**src/verilog/adc_seq_pkg.sv**
```systemverilog
// constants shared by the converter sequencing control block
// assumes a 32-bit single-master bus and a converter core on hclk
package adc_seq_pkg;
	// ****************************************
	// sizes
	// ****************************************
	localparam int DATA_W = 16;
	localparam int FIFO_DEPTH = 16;
	localparam int BUF_DEPTH = 16;
	localparam int PTR_W = 4;
	localparam int LVL_W = 5;

	// ****************************************
	// register map (byte addresses)
	// ****************************************
	localparam logic [7:0] CTRL_TWO_OFS = 8'h00;
	localparam logic [7:0] CTRL_ONE_OFS = 8'h04;
	localparam logic [7:0] STATUS_OFS = 8'h08;
	localparam logic [1:0] BUF_SEL = 2'h1;
	localparam logic [2:0] HSIZE_WORD = 3'h2;

	// ****************************************
	// field positions
	// ****************************************
	localparam int REF_LSB = 13;
	localparam int SCAN_POS = 10;
	localparam int CHCNT_LSB = 8;
	localparam int RATE_LSB = 2;
	localparam int SPLIT_POS = 1;
	localparam int ALT_POS = 0;
	localparam int TWELVE_POS = 0;

	// ****************************************
	// reset values
	// ****************************************
	localparam logic [2:0] REF_RST = 3'h0;
	localparam logic SCAN_RST = 1'b0;
	localparam logic [1:0] CHCNT_RST = 2'h0;
	localparam logic [3:0] RATE_RST = 4'h0;
	localparam logic SPLIT_RST = 1'b0;
	localparam logic ALT_RST = 1'b0;
	localparam logic TWELVE_RST = 1'b0;

	// ****************************************
	// encodings
	// ****************************************
	localparam logic [2:0] REF_EXT_POS = 3'h1;
	localparam logic [2:0] REF_EXT_NEG = 3'h2;
	localparam logic [2:0] REF_EXT_BOTH = 3'h3;
	localparam logic [3:0] CH_ZERO_ONLY = 4'h1;
	localparam logic [3:0] CH_ZERO_ONE = 4'h3;
	localparam logic [3:0] CH_ALL = 4'hF;
	localparam logic [3:0] LOW_BASE = 4'h0;
	localparam logic [3:0] HIGH_BASE = 4'h8;

	typedef enum logic [1:0] {
		FILL_LOW = 2'b01,
		FILL_HIGH = 2'b10
	} fill_state_t;
endpackage : adc_seq_pkg

```
**src/verilog/stream_if.sv**
```systemverilog
// valid/ready word stream from the converter to the fifo and from the fifo to the sequencer
// assumes both ends on one clock
`timescale 1ns/10ps
interface stream_if #(parameter int W = 16);
	logic valid;
	logic ready;
	logic [W-1:0] data;
	modport src (output valid, output data, input ready);
	modport snk (input valid, input data, output ready);
endinterface : stream_if
```
**src/verilog/adc_sequence_control.sv**
```systemverilog
// second control register of the converter and its sequencing logic
// assumes an AHB-Lite master on hclk and a converter core on hclk
// limitation: result words reach software only through the bus window
`timescale 1ns/10ps
// Behaviour
// reference code picks references; 1xx selects supply and ground
// scan bit set scans channel zero positive inputs during sample set A
// channel count 00 converts channel zero; higher codes add more channels
// twelve-bit operation: channel count reads zero, only channel zero runs
// buffer half status one: filling upper half, software reads lower half
// rate code 1111 raises the event every 16th conversion, 1110 every 15th
// split mode alternates fill start 0x0 and 0x8; otherwise always 0x0
// alternate bit toggles sample sets A and B each sample; else always A
// rate value N raises the event after every N+1 conversions
module adc_sequence_control (
	input wire logic hclk,
	input wire logic hresetn,
	input wire logic hsel,
	input wire logic [31:0] haddr,
	input wire logic [1:0] htrans,
	input wire logic hwrite,
	input wire logic [2:0] hsize,
	input wire logic [31:0] hwdata,
	input wire logic hready,
	output logic [31:0] hrdata,
	output logic hreadyout,
	output logic hresp,
	input wire logic conv_valid,
	input wire logic [adc_seq_pkg::DATA_W-1:0] conv_data,
	output logic conv_ready,
	output logic ref_pos_external,
	output logic ref_neg_external,
	output logic scan_active,
	output logic [3:0] channel_enable,
	output logic sample_set_b,
	output logic conv_event,
	output logic buffer_half_status
);
	import adc_seq_pkg::*;

	// ****************************************
	// bus slave
	// ****************************************
	// writes land at the end of the data phase, reads answer in it
	logic wr_pend_r;
	logic [7:0] wr_ofs_r;
	logic [31:0] hrdata_r;
	wire addr_ok = hsel && htrans[1] && hready && (hsize == HSIZE_WORD);
	wire rd_now = addr_ok && !hwrite;
	wire [7:0] ofs = haddr[7:0];
	wire rd_two = rd_now && (ofs == CTRL_TWO_OFS);
	wire rd_buf = rd_now && (ofs[7:6] == BUF_SEL);
	wire wr_two = wr_pend_r && (wr_ofs_r == CTRL_TWO_OFS);
	wire wr_one = wr_pend_r && (wr_ofs_r == CTRL_ONE_OFS);

	// zero wait states, so the master never sees a stretched phase
	assign hreadyout = 1'b1;
	assign hresp = 1'b0;
	assign hrdata = hrdata_r;

	// ****************************************
	// control fields
	// ****************************************
	logic [2:0] ref_r;
	logic scan_r;
	logic [1:0] chcnt_r;
	logic [3:0] rate_r;
	logic split_r;
	logic alt_r;
	logic twelve_r;

	// in twelve-bit mode the count field is unimplemented: writes dropped
	wire [2:0] ref_nxt = wr_two ? hwdata[REF_LSB +: 3] : ref_r;
	wire scan_nxt = wr_two ? hwdata[SCAN_POS] : scan_r;
	wire twelve_nxt = wr_one ? hwdata[TWELVE_POS] : twelve_r;
	wire [1:0] chcnt_nxt = (wr_two && !twelve_r) ?
		hwdata[CHCNT_LSB +: 2] : chcnt_r;
	wire [3:0] rate_nxt = wr_two ? hwdata[RATE_LSB +: 4] : rate_r;
	wire split_nxt = wr_two ? hwdata[SPLIT_POS] : split_r;
	wire alt_nxt = wr_two ? hwdata[ALT_POS] : alt_r;
	wire [1:0] eff_cnt = twelve_r ? 2'h0 : chcnt_r;
	wire [1:0] eff_cnt_nxt = twelve_nxt ? 2'h0 : chcnt_nxt;

	always_ff @(posedge hclk or negedge hresetn) begin
		if (!hresetn) begin
			ref_r <= REF_RST;
			scan_r <= SCAN_RST;
			chcnt_r <= CHCNT_RST;
			rate_r <= RATE_RST;
			split_r <= SPLIT_RST;
			alt_r <= ALT_RST;
			twelve_r <= TWELVE_RST;
		end else begin
			ref_r <= ref_nxt;
			scan_r <= scan_nxt;
			chcnt_r <= chcnt_nxt;
			rate_r <= rate_nxt;
			split_r <= split_nxt;
			alt_r <= alt_nxt;
			twelve_r <= twelve_nxt;
		end
	end

	// ****************************************
	// analog side selections
	// ****************************************
	assign ref_pos_external = (ref_r == REF_EXT_POS) ||
		(ref_r == REF_EXT_BOTH);
	assign ref_neg_external = (ref_r == REF_EXT_NEG) ||
		(ref_r == REF_EXT_BOTH);
	assign channel_enable = (eff_cnt == 2'h0) ? CH_ZERO_ONLY :
		(eff_cnt == 2'h1) ? CH_ZERO_ONE : CH_ALL;
	assign scan_active = scan_r && !sample_set_b;

	// ****************************************
	// sample set alternation on accepted samples
	// ****************************************
	logic set_b_r;
	wire accept = conv_valid && conv_ready;
	// a cleared alternate bit forces set A from the next cycle on
	wire set_b_nxt = !alt_r ? 1'b0 :
		accept ? !set_b_r : set_b_r;
	assign sample_set_b = set_b_r;

	always_ff @(posedge hclk or negedge hresetn) begin
		if (!hresetn)
			set_b_r <= 1'b0;
		else
			set_b_r <= set_b_nxt;
	end

	// ****************************************
	// result path: fifo then result buffer
	// ****************************************
	stream_if #(.W(DATA_W)) in_s ();
	stream_if #(.W(DATA_W)) out_s ();
	logic [LVL_W-1:0] fifo_level;

	assign in_s.valid = conv_valid;
	assign in_s.data = conv_data;
	assign conv_ready = in_s.ready;
	// drain stalls while software reads the buffer, so a read never
	// sees a word that is being overwritten in the same cycle
	assign out_s.ready = !rd_buf;
	wire drain = out_s.valid && out_s.ready;

	result_fifo #(.WIDTH(DATA_W), .DEPTH(FIFO_DEPTH)) u_fifo (
		.clk(hclk),
		.rst_n(hresetn),
		.in_s(in_s),
		.out_s(out_s),
		.level(fifo_level)
	);

	// ****************************************
	// event counter and fill pointer
	// ****************************************
	logic [3:0] cnt_r;
	logic [PTR_W-1:0] wptr_r;
	logic evt_r;
	fill_state_t fill_r;
	fill_state_t fill_nxt;
	logic [DATA_W-1:0] buf_r [BUF_DEPTH];

	// a new rate setting restarts the count
	wire evt_now = drain && (cnt_r == rate_r);
	wire [3:0] cnt_nxt = (evt_now || wr_two) ? 4'h0 :
		drain ? cnt_r + 4'h1 : cnt_r;

	// half status follows this state; it toggles on events in split mode and drops to low once split is off
	always_comb begin
		fill_nxt = fill_r;
		case (fill_r)
			FILL_LOW: begin
				if (evt_now && split_r)
					fill_nxt = FILL_HIGH;
			end
			FILL_HIGH: begin
				if ((evt_now && split_r) || !split_r)
					fill_nxt = FILL_LOW;
			end
			default: fill_nxt = FILL_LOW;
		endcase
	end

	// pointer runs on into the other half only if rate exceeds eight samples
	wire [PTR_W-1:0] wptr_nxt = evt_now ?
		((fill_nxt == FILL_HIGH) ? HIGH_BASE : LOW_BASE) :
		drain ? wptr_r + 4'h1 : wptr_r;

	always_ff @(posedge hclk or negedge hresetn) begin
		if (!hresetn) begin
			cnt_r <= 4'h0;
			wptr_r <= LOW_BASE;
			evt_r <= 1'b0;
			fill_r <= FILL_LOW;
		end else begin
			cnt_r <= cnt_nxt;
			wptr_r <= wptr_nxt;
			evt_r <= evt_now;
			fill_r <= fill_nxt;
		end
	end

	assign conv_event = evt_r;
	assign buffer_half_status = (fill_r == FILL_HIGH);

	// words reset to zero so a read before any fill is defined
	for (genvar i = 0; i < BUF_DEPTH; i++) begin : g_buf
		always_ff @(posedge hclk or negedge hresetn) begin
			if (!hresetn)
				buf_r[i] <= '0;
			else if (drain && wptr_r == PTR_W'(i))
				buf_r[i] <= out_s.data;
		end
	end

	// ****************************************
	// read data, control words forwarded from this cycle's write
	// ****************************************
	wire half_nxt = (fill_nxt == FILL_HIGH);
	wire [15:0] two_word = {ref_nxt, 2'h0, scan_nxt, eff_cnt_nxt,
		half_nxt, 1'b0, rate_nxt, split_nxt, alt_nxt};
	wire rd_one = (ofs == CTRL_ONE_OFS);
	wire rd_status = (ofs == STATUS_OFS);
	wire [31:0] one_word = {31'h0, twelve_nxt};
	wire [31:0] status_word = {20'h0, cnt_r, 3'h0, fifo_level};
	wire [31:0] buf_word = {16'h0000, buf_r[ofs[5:2]]};
	wire [31:0] rd_word = rd_two ? {16'h0000, two_word} :
		rd_one ? one_word :
		rd_status ? status_word :
		rd_buf ? buf_word : 32'h0000_0000;

	always_ff @(posedge hclk or negedge hresetn) begin
		if (!hresetn) begin
			wr_pend_r <= 1'b0;
			wr_ofs_r <= 8'h00;
			hrdata_r <= 32'h0000_0000;
		end else begin
			if (hready) begin
				wr_pend_r <= addr_ok && hwrite;
				wr_ofs_r <= ofs;
			end
			if (rd_now)
				hrdata_r <= rd_word;
		end
	end

	// drained words since the last event or write of control register two
	logic [4:0] hlp_cnt_r;
	always_ff @(posedge hclk or negedge hresetn) begin
		if (!hresetn)
			hlp_cnt_r <= 5'h00;
		else if (evt_now || wr_two)
			hlp_cnt_r <= 5'h00;
		else if (drain)
			hlp_cnt_r <= hlp_cnt_r + 5'h01;
	end
endmodule : adc_sequence_control

```
**src/verilog/result_fifo.sv**
```systemverilog
// synchronous first-in first-out buffer for conversion results
// assumes one clock; storage in flip-flops, depth a power of two
`timescale 1ns/10ps
module result_fifo #(
	parameter int WIDTH = 16,
	parameter int DEPTH = 16
) (
	input wire logic clk,
	input wire logic rst_n,
	stream_if.snk in_s,
	stream_if.src out_s,
	output logic [$clog2(DEPTH):0] level
);
	localparam int AW = $clog2(DEPTH);
	localparam logic [AW:0] FULL_LVL = (AW+1)'(DEPTH);

	logic [WIDTH-1:0] mem [DEPTH];
	logic [AW-1:0] wr_ptr_r;
	logic [AW-1:0] rd_ptr_r;
	logic [AW:0] cnt_r;
	wire push = in_s.valid && in_s.ready;
	wire pop = out_s.valid && out_s.ready;

	assign in_s.ready = (cnt_r != FULL_LVL);
	assign out_s.valid = (cnt_r != '0);
	assign out_s.data = mem[rd_ptr_r];
	assign level = cnt_r;

	// ****************************************
	// storage, one write enable per entry
	// ****************************************
	for (genvar i = 0; i < DEPTH; i++) begin : g_ent
		always_ff @(posedge clk) begin
			if (push && wr_ptr_r == AW'(i))
				mem[i] <= in_s.data;
		end
	end

	always_ff @(posedge clk or negedge rst_n) begin
		if (!rst_n) begin
			wr_ptr_r <= '0;
			rd_ptr_r <= '0;
			cnt_r <= '0;
		end else begin
			if (push)
				wr_ptr_r <= wr_ptr_r + 1'b1;
			if (pop)
				rd_ptr_r <= rd_ptr_r + 1'b1;
			if (push && !pop)
				cnt_r <= cnt_r + 1'b1;
			else if (pop && !push)
				cnt_r <= cnt_r - 1'b1;
		end
	end
endmodule : result_fifo

```
**config.mk**
```make
export PLATFORM = sky130hd
export DESIGN_NAME = adc_sequence_control
export DESIGN_NICKNAME = d
export VERILOG_FILES = /design/src/verilog/adc_seq_pkg.sv /design/src/verilog/stream_if.sv /design/src/verilog/adc_sequence_control.sv /design/src/verilog/result_fifo.sv
export SDC_FILE = /design/constraint.sdc
export NUM_CORES = 1
export LEC_CHECK = 0
export BUFFER_PORTS_ARGS = -buffer_cell sky130_fd_sc_hd__buf_2
export CAP_MARGIN = 10
export CORE_ASPECT_RATIO = 2
export CORE_UTILIZATION = 23
export DETAILED_ROUTE_END_ITERATION = 6
export PLACE_DENSITY = 0.43
export SYNTH_ARGS = -nofsm -noshare
export SYNTH_HDL_FRONTEND = slang
export SYNTH_SLANG_ARGS = --single-unit
```
**constraint.sdc**
```tcl
create_clock -name hclk -period 4.1 [get_ports hclk]
set_input_delay 0.615 -clock hclk [delete_from_list [all_inputs] [get_ports hclk]]
set_output_delay 0.615 -clock hclk [all_outputs]
set_load 0.02 [all_outputs]
```
==> results.tsv, run 1 <==
stage	metric	value	unit
cts	Clock transition at path regs	0.07	ns
routing	vias per cell	4.373	
synthesis	Avg Inst Size Synth	17.94	um^2
cells_and_area	commonest non-fill, non-tap cell in the layout	dfrtp_1	
cells_and_area	Area Overhead vs Synth	16.93	%
routing	post-route ant nets	0	
cts	cts bufs inserted	53	
routing	DRT iter0 DRCs	719	
cts	Root Driver	clkbuf_16	
worst_setup_path	reg2reg start	u_fifo.level[0]	
floorplanning	Core Box Area	0.1051	mm^2
synthesis	#FFs+latches synth	575	
synthesis	register area share after synthesis	64.03	%
sta	slew at the pin with the worst max-slew slack	0.8353	ns
synthesis	Synth cell types	58	
cells_and_area	Fillers	10510	
global_routing	all-layer global routing usage	12.39	%
sta	period utilization	71.10	%
sta	final hold violations	0	
routing	WL/cell	22.84	um
global_routing	total grt overflow	0	
sta	final setup fails	0	
place	Area after DPL	0.02671	mm^2
cts	PostCTS Resize Cnt	0	
power_and_ir_drop	Tot Pwr	19970	uW
power_and_ir_drop	VDD IR max	0.0004478	V
cells_and_area	design area	0.02862	mm^2
cells_and_area	commonest non-fill, non-tap cells in the layout	dfrtp_1 (316), mux2_2 (276), edfxtp_1 (256)	
worst_setup_path	Worst Path Class, Setup	reg -> reg	
cts	Clock Sinks	575	
place	# port buffers	71	
synthesis	asr flop ratio synth	55.48	%
cts	number of post-CTS setup repair buffers	0	
global_routing	vias in the first global route	14180	
cells_and_area	Reg area	0.01568	mm^2
cts	Post-CTS Hold Buffers	1	
global_routing	largest net degree at the start of global routing	85	
worst_setup_path	Crit Path Max Fanout	10	
global_routing	first-pass GRT wire length	97380	um
sta	Min Clock Period, post-route	2.915	ns
worst_setup_path	Critical Path Start	u_fifo.level[0]	
synthesis	Synth Instances	1364	
place	DP HPWL	42020	um
sta	crit path setup slack, layout	1.185	ns
sta	Max Clk Rate	343.0	MHz
sta	Rel. slew slack	44.18	%
floorplanning	# IOs	136	
synthesis	Mapped Area	0.02447	mm^2
cts	TritonCTS clock tree	built	
cts	Clock Tree Buf Depth	3	
floorplanning	starting density of the core	23.29	%
synthesis	Synth Flop Type	dfrtp_1	
run_status	status	complete, no violations	
routing	vias	12530	
cells_and_area	share of cells above drive strength 1	45.35	%
worst_setup_path	WP data arrival	3.42	ns
cts	Clk Latency, worst-skew pair	0.63	ns
worst_setup_path	Startpoint Class	register	
floorplanning	Die Y	463.3	um
routing	final wirelength	65450	um
sta	RSZ-0062 raised after global routing	false	
place	pre-CTS setup slack	0.7862	ns
routing	Post-route DRC	0	
global_routing	initial antenna violation count	8	
cells_and_area	fin nets	1567	
worst_setup_path	CP Capture Type	register	
synthesis	Post-synth EDFFs	256	
cells_and_area	Multi-input gate area	0.008297	mm^2
flow_run	max cap viols	0	
hold_path	hold wc startpoint	haddr[0]	
routing	first-pass iteration count of the detailed router	5	
power_and_ir_drop	pwr dens	697.9	mW/mm^2
hold_path	worst min-delay path class	in -> reg	
cts	depth of the CTS H-tree	2	
worst_setup_path	WP data required	4.61	ns
power_and_ir_drop	Lkg Pwr	0.01112	uW
synthesis	synthesis warning total	0	
place	routability-driven placement congestion ratio	0.7338	
floorplanning	Site Rows	168	
sta	max-slew violations	0	
floorplanning	die width	232.7	um
floorplanning	die area	0.1078	mm^2
sta	setup TNS	0	ns
sta	Clock Skews	0.01867	ns
-- worst paths after layout --
kind | endpoint | slack [ns] | cells past startpoint
worst max-delay path | u_fifo.level[4] | 1.18 | 12
worst min-delay path | wr_ofs_r[0] | 0.26 | 2
worst max register to register | u_fifo.level[4] | 1.18 | 12
worst min register to register | hrdata[10] | 0.48 | 2
max in group asynchronous | fill_r[0] | 2.60 | 3
min in group asynchronous | u_fifo.level[4] | 0.56 | 2
-- metrics by stage --
step / cells / util, % / hold slack, ns
after floorplan: 1381 / - / 0.3194
after global placement: 2763 / 25.42 / 0.4693
after detailed placement: 2763 / 25.42 / 0.4760
after CTS: 2864 / 27.22 / 0.2091
after global routing: 2865 / 27.23 / 0.2351
final: 2866 / 27.23 / 0.2569
-- cell type report --
cell class              count  area share [%]
well taps                1360           5.946
flip-flops and latches    575           54.78
multi-input cells         682           28.99
clock buffers              76           5.382
repair buffers            132           3.463
diodes                      2         0.01749
inverters                  15          0.1967
clock inverters            24           1.224
-- worst max-delay path, stage by stage (launching register included) --
cell and delay [ns]:
dfrtp_1 0.47, nor4_1 0.42, nand2_1 0.17, and2_1 0.20, buf_4 0.19, ha_1 0.23, inv_1 0.13, ha_1 0.28
a21o_1 0.19, a21oi_1 0.17, xnor2_1 0.13, nor2_1 0.07, xor2_1 0.15
-- layer usage --
layer	track usage [%]	vias up	part of all wire [%]
li1	-	5426	-
met1	12.99	6802	36
met2	24.43	195	58
met3	1.790	97	2.9
met4	4.199	12	2.8
met5	0	-	0.11
-- cells by family (layout without fill, tap and decap cells) --
group,Yosys count,after routing,synth area share (%)
other cells,2,21,0.03069
flops,575,575,64.03
mux,439,439,27.44
xor+xnor,17,17,0.6084
buf+inv,124,247,2.597
simple gates,134,134,2.853
fa+ha+maj,17,17,0.8998
compound gates,56,56,1.534
-- power by group --
part           total (uW)  leakage (uW)  internal, uW  switching (uW)
logic                6170       0.00377          3070            3090
registers            8390       0.00641          7540             849
clock network        5420      0.000930          3130            2280
-- synth_stat cells (2+ instances only) --
cell type / number / area (um^2)
a211oi_1: 4 / 30.03
nor2b_1: 6 / 37.54
buf_2: 46 / 230.2
nor3b_2: 3 / 37.54
xor2_1: 4 / 35.03
o2111ai_1: 2 / 17.52
conb_1: 2 / 7.510
nand2_1: 44 / 165.2
buf_1: 8 / 30.03
o21ai_0: 16 / 80.08
buf_4: 20 / 150.1
nand3_1: 7 / 35.03
o211ai_1: 3 / 22.52
buf_6: 5 / 56.30
a22o_1: 4 / 35.03
xnor2_1: 13 / 113.9
nand2b_1: 5 / 31.28
nor3_2: 2 / 20.02
and3_1: 4 / 25.02
a21oi_1: 8 / 40.04
a22oi_1: 3 / 22.52
a222oi_1: 2 / 20.02
a21o_1: 2 / 15.01
mux2i_1: 5 / 50.05
nand4_1: 9 / 56.30
mux4_2: 158 / 3558
a221o_1: 2 / 20.02
o21ai_1: 3 / 15.01
nand2_2: 3 / 18.77
edfxtp_1: 256 / 7687
nor3_1: 6 / 30.03
a32oi_1: 2 / 17.52
inv_1: 13 / 48.80
dfrtp_1: 318 / 7958
nor2_1: 27 / 101.4
mux2_2: 276 / 3108
clkbuf_1: 30 / 112.6
and2_1: 5 / 31.28
ha_1: 16 / 200.2
nor4_1: 4 / 25.02
-- sequential cells by signal, summed over array words and instances (netlist names), 2 cells and up --
name	flops
buf_r	256
cnt_r	4
fill_r	2
rate_r	4
hrdata	16
u_fifo.level	5
u_fifo.mem	256
u_fifo.rd_ptr_r	4
wr_ofs_r	8
u_fifo.wr_ptr_r	4
wptr_r	4
chcnt_r	2
ref_r	3
(Power assumes the default switching activity.)
==> run 2, diff against run 1 <==
ABC_AREA = 1   (was unset)
clock period = 2.8 ns   (was 4.1 ns; I/O delays follow)
==> run 2 against run 1 <==
  * Setup slack lost 0.85 ns
  * First-iteration DRC count grew 84%
  * Synthesized cell count grew 87%
  * Via count grew 49%
  * Area after synthesis grew 4.0%
  * Critical path depth shrank 4
  * Register-to-register slack lost 0.85 ns
  * Clock skew grew 0.0067 ns
  * Flip-flop and latch count is the same
  * Critical endpoint is now buf_r[33]
==> results.tsv, run 2 <==
stage	metric	value	unit	change
synthesis	synth cell count leaders	nand2_1 (488), o21ai_0 (421), dfrtp_1 (318)		
synthesis	Synth Instances	2556		+87%
cts	Clk Latency, worst-skew pair	0.63	ns	about the same
routing	DRT iter0 DRCs	1324		+84%
synthesis	synthesis warning total	0		unchanged
floorplanning	die width	237.2	um	+2.0%
sta	final setup fails	0		unchanged
synthesis	Mapped Area	0.02546	mm^2	+4.0%
routing	Post-route DRC	0		unchanged
sta	Rel. slew slack	52.23	%	+8.0 points
worst_setup_path	CP Capture Type	register		
synthesis	Synth Flop Type	dfrtp_1		
worst_setup_path	worst r2r dst	buf_r[33]		
sta	RSZ-0062 raised after global routing	false		
cts	Root Driver	clkbuf_16		
power_and_ir_drop	Int Pwr	19220	uW	+40%
cts	Clock Tree Buf Depth	3		unchanged
place	routability-driven placement congestion ratio	0.7925		+8.0%
global_routing	largest net degree at the start of global routing	69		-19%
worst_setup_path	WP data required	3.30	ns	-1.31 ns
cts	depth of the CTS H-tree	2		unchanged
floorplanning	Site Rows	172		+2.4%
hold_path	worst min-delay path class	in -> reg		
global_routing	all-layer global routing usage	14.61	%	+2.2 points
place	DP HPWL	54070	um	+29%
sta	Min Clock Period, post-route	2.462	ns	-0.4533 ns
synthesis	Post-synth EDFFs	256		unchanged
synthesis	area leader, netlist	dfrtp_1		
power_and_ir_drop	Lkg Pwr	0.01203	uW	+8.2%
worst_setup_path	Worst Path Class, Setup	reg -> reg		
run_status	status	complete, no violations		
cells_and_area	Area Overhead vs Synth	17.55	%	
worst_setup_path	max incr delay on CP	0.52	ns	+0.05 ns
power_and_ir_drop	clock share of power	24.3	%	-2.8 points
worst_setup_path	Worst R2R Path Depth	8		-4
floorplanning	Core Box Area	0.1098	mm^2	+4.4%
worst_setup_path	CP max-delay cell	nor2_2		
worst_setup_path	WP data arrival	2.96	ns	-0.46 ns
synthesis	area share of the largest cell type after synthesis	31.26	%	-1.3 points
synthesis	Area contributors post-synth	dfrtp_1 (31%), edfxtp_1 (30%), o21ai_0 (8.3%), nand2_1 (7.2%), nor2_1 (3.2%)		
synthesis	most common cell in the netlist	nand2_1		
floorplanning	die area	0.1121	mm^2	+4.0%
power_and_ir_drop	VDD IR max	0.0005116	V	+14%
power_and_ir_drop	Reg power frac	38.6	%	-3.4 points
hold_path	hold wc startpoint	hwdata[15]		
routing	WL/cell	20.03	um	-12%
cts	TritonCTS clock tree	built		
power_and_ir_drop	P_sw	12320	uW	+98%
routing	first-pass iteration count of the detailed router	5		unchanged
global_routing	first-pass GRT wire length	123200	um	+27%
cts	PostCTS Resize Cnt	0		unchanged
cts	Clock transition at path regs	0.07	ns	about the same
power_and_ir_drop	Combinational Power Share	37.1	%	+6.2 points
worst_setup_path	Crit Path Max Fanout	13		+3
sta	Clock Skews	0.02538	ns	+0.006709 ns
routing	vias	18680		+49%
hold_path	hold path endpoint	ref_r[2]		
worst_setup_path	critical-path cell list	inv_1 -> nand4_1 -> nand2_4 -> buf_4 -> inv_4 -> nand2_1 -> nor2_2 -> mux2_2		
sta	setup TNS	0	ns	unchanged
global_routing	initial antenna violation count	4		-4
sta	max-slew violations	0		unchanged
synthesis	#FFs+latches synth	575		unchanged
floorplanning	starting density of the core	23.19	%	-0.093 points
flow_run	max cap viols	0		unchanged
global_routing	total grt overflow	0		unchanged
sta	period utilization	87.92	%	+17 points
power_and_ir_drop	switching share of total power	39.07	%	+7.9 points
synthesis	register area share after synthesis	61.56	%	-2.5 points
routing	final wirelength	81910	um	+25%
sta	Max Clk Rate	406.2	MHz	+18%
synthesis	Synth cell types	46		-21%
cts	cts bufs inserted	55		+3.8%
synthesis	Avg Inst Size Synth	9.959	um^2	-44%
global_routing	vias in the first global route	19130		+35%
floorplanning	Die Y	472.5	um	+2.0%
cells_and_area	fin nets	2759		+76%
place	# port buffers	71		unchanged
worst_setup_path	R2R setup slack	0.34	ns	-0.85 ns
sta	Fin Hold WS	0.04636	ns	-0.2105 ns
sta	final hold violations	0		unchanged
routing	vias per cell	4.569		+4.5%
power_and_ir_drop	pwr dens	1054	mW/mm^2	+51%
sta	slew at the pin with the worst max-slew slack	0.7157	ns	-0.1195 ns
synthesis	asr flop ratio synth	55.48	%	unchanged
cts	Clock Sinks	575		unchanged
worst_setup_path	reg2reg start	u_fifo.level[4]		
cells_and_area	Fillers	11620		+11%
hold_path	WHS Path Cells	3		+1
worst_setup_path	Startpoint Class	register		
cells_and_area	commonest non-fill, non-tap cell in the layout	nand2_1		
routing	post-route ant nets	0		unchanged
cells_and_area	commonest non-fill, non-tap cells in the layout	nand2_1 (487), o21ai_0 (421), dfrtp_1 (315)		
floorplanning	# IOs	136		unchanged
cells_and_area	share of cells above drive strength 1	14.58	%	-31 points
==> run 2: changes by cell type after synthesis, moves of 76 or more <==
cell and delta:
nor2_1 +187, mux2_2 -238, mux4_2 -158, nand2_1 +444, a21oi_1 +84, o21ai_0 +405
inv_1 +175, nand3_1 +76
==> run 2: per-layer routing <==
layer	routed length [um]	share of wire, %	global-route usage, %	vias to the layer above
met5	38	0.046	0	-
met4	2837	3.5	5.479	6
met3	2472	3.0	1.714	133
met2	46330	57	29.13	336
met1	30240	37	15.27	9339
li1	-	-	-	8870
==> run 2: power by group through the flow <==
stage	combinational [uW]	clock, uW	sequential, uW
floorplan	7510	0	12100
global placement	11800	0	12300
detailed placement	11900	0	12300
CTS	12000	7910	12200
global route	13100	8160	12400
finish	11700	7670	12200
==> run 2: through the flow <==
| stage | total power [uW] | setup WS [ns] | std cells | instance area (um^2) | util (%) |
|---|---|---|---|---|---|
| after global placement | 24140 | 0.2006 | 3982 | 28080 | 25.58 |
| after detailed placement | 24270 | 0.2114 | 3982 | 28080 | 25.58 |
| after global routing | 33640 | 0.1911 | 4089 | 29920 | 27.26 |
| after CTS | 32060 | 0.3169 | 4088 | 29920 | 27.26 |
| after floorplan | 19600 | 0.3041 | 2573 | 25520 | - |
| final | 31540 | 0.3381 | 4089 | 29920 | 27.26 |
==> run 2: worst max path at each step <==
stage | startpoint | end | cells past startpoint
floorplan | u_fifo.level[1] | u_fifo.level[4] | 14
global placement | hsize[0] | u_fifo.level[4] | 14
detailed placement | hsize[0] | u_fifo.level[4] | 14
CTS | u_fifo.level[2] | u_fifo.level[4] | 13
global route | u_fifo.level[2] | u_fifo.level[4] | 13
finish | u_fifo.level[4] | buf_r[33] | 8
==> run 2: critical path, delay by kind of cell (launching register included) <==
kind / cells / cell delay [ns]
muxes: 1 / 0.39
DFF: 1 / 0.42
buffers and inverters: 3 / 0.38
and+or+nand+nor: 4 / 1.15
==> run 2: logic make-up after synthesis <==
| logic type | after synthesis | share of synthesized area [%] |
|---|---|---|
| AND/OR/NAND/NOR | 850 | 13.80 |
| AO/OA/AOI/OAI | 677 | 14.89 |
| flip-flops | 575 | 61.56 |
| buffers and inverters | 385 | 6.753 |
| multiplexers | 38 | 1.681 |
| adder cells (fa/ha/maj) | 17 | 0.8651 |
| XOR/XNOR | 12 | 0.4129 |
| other | 2 | 0.02950 |
==> run 2: what timing repair did <==
action | CTS | global route
hold buffers | 4 | 0
buffers inserted | 0 | 0
endpoints found under the hold margin | 62 | 0
==> run 2: layout make-up <==
type | instances | area [um^2] | area share [%]
repair buffers | 209 | 1739 | 5.812
multi-input cells | 1613 | 8214 | 27.45
flip-flops and latches | 575 | 15680 | 52.39
clock inverters | 27 | 271.5 | 0.9073
diodes | 1 | 2.502 | 0.008363
well taps | 1392 | 1742 | 5.820
clock buffers | 75 | 1533 | 5.122
inverters | 197 | 744.5 | 2.488
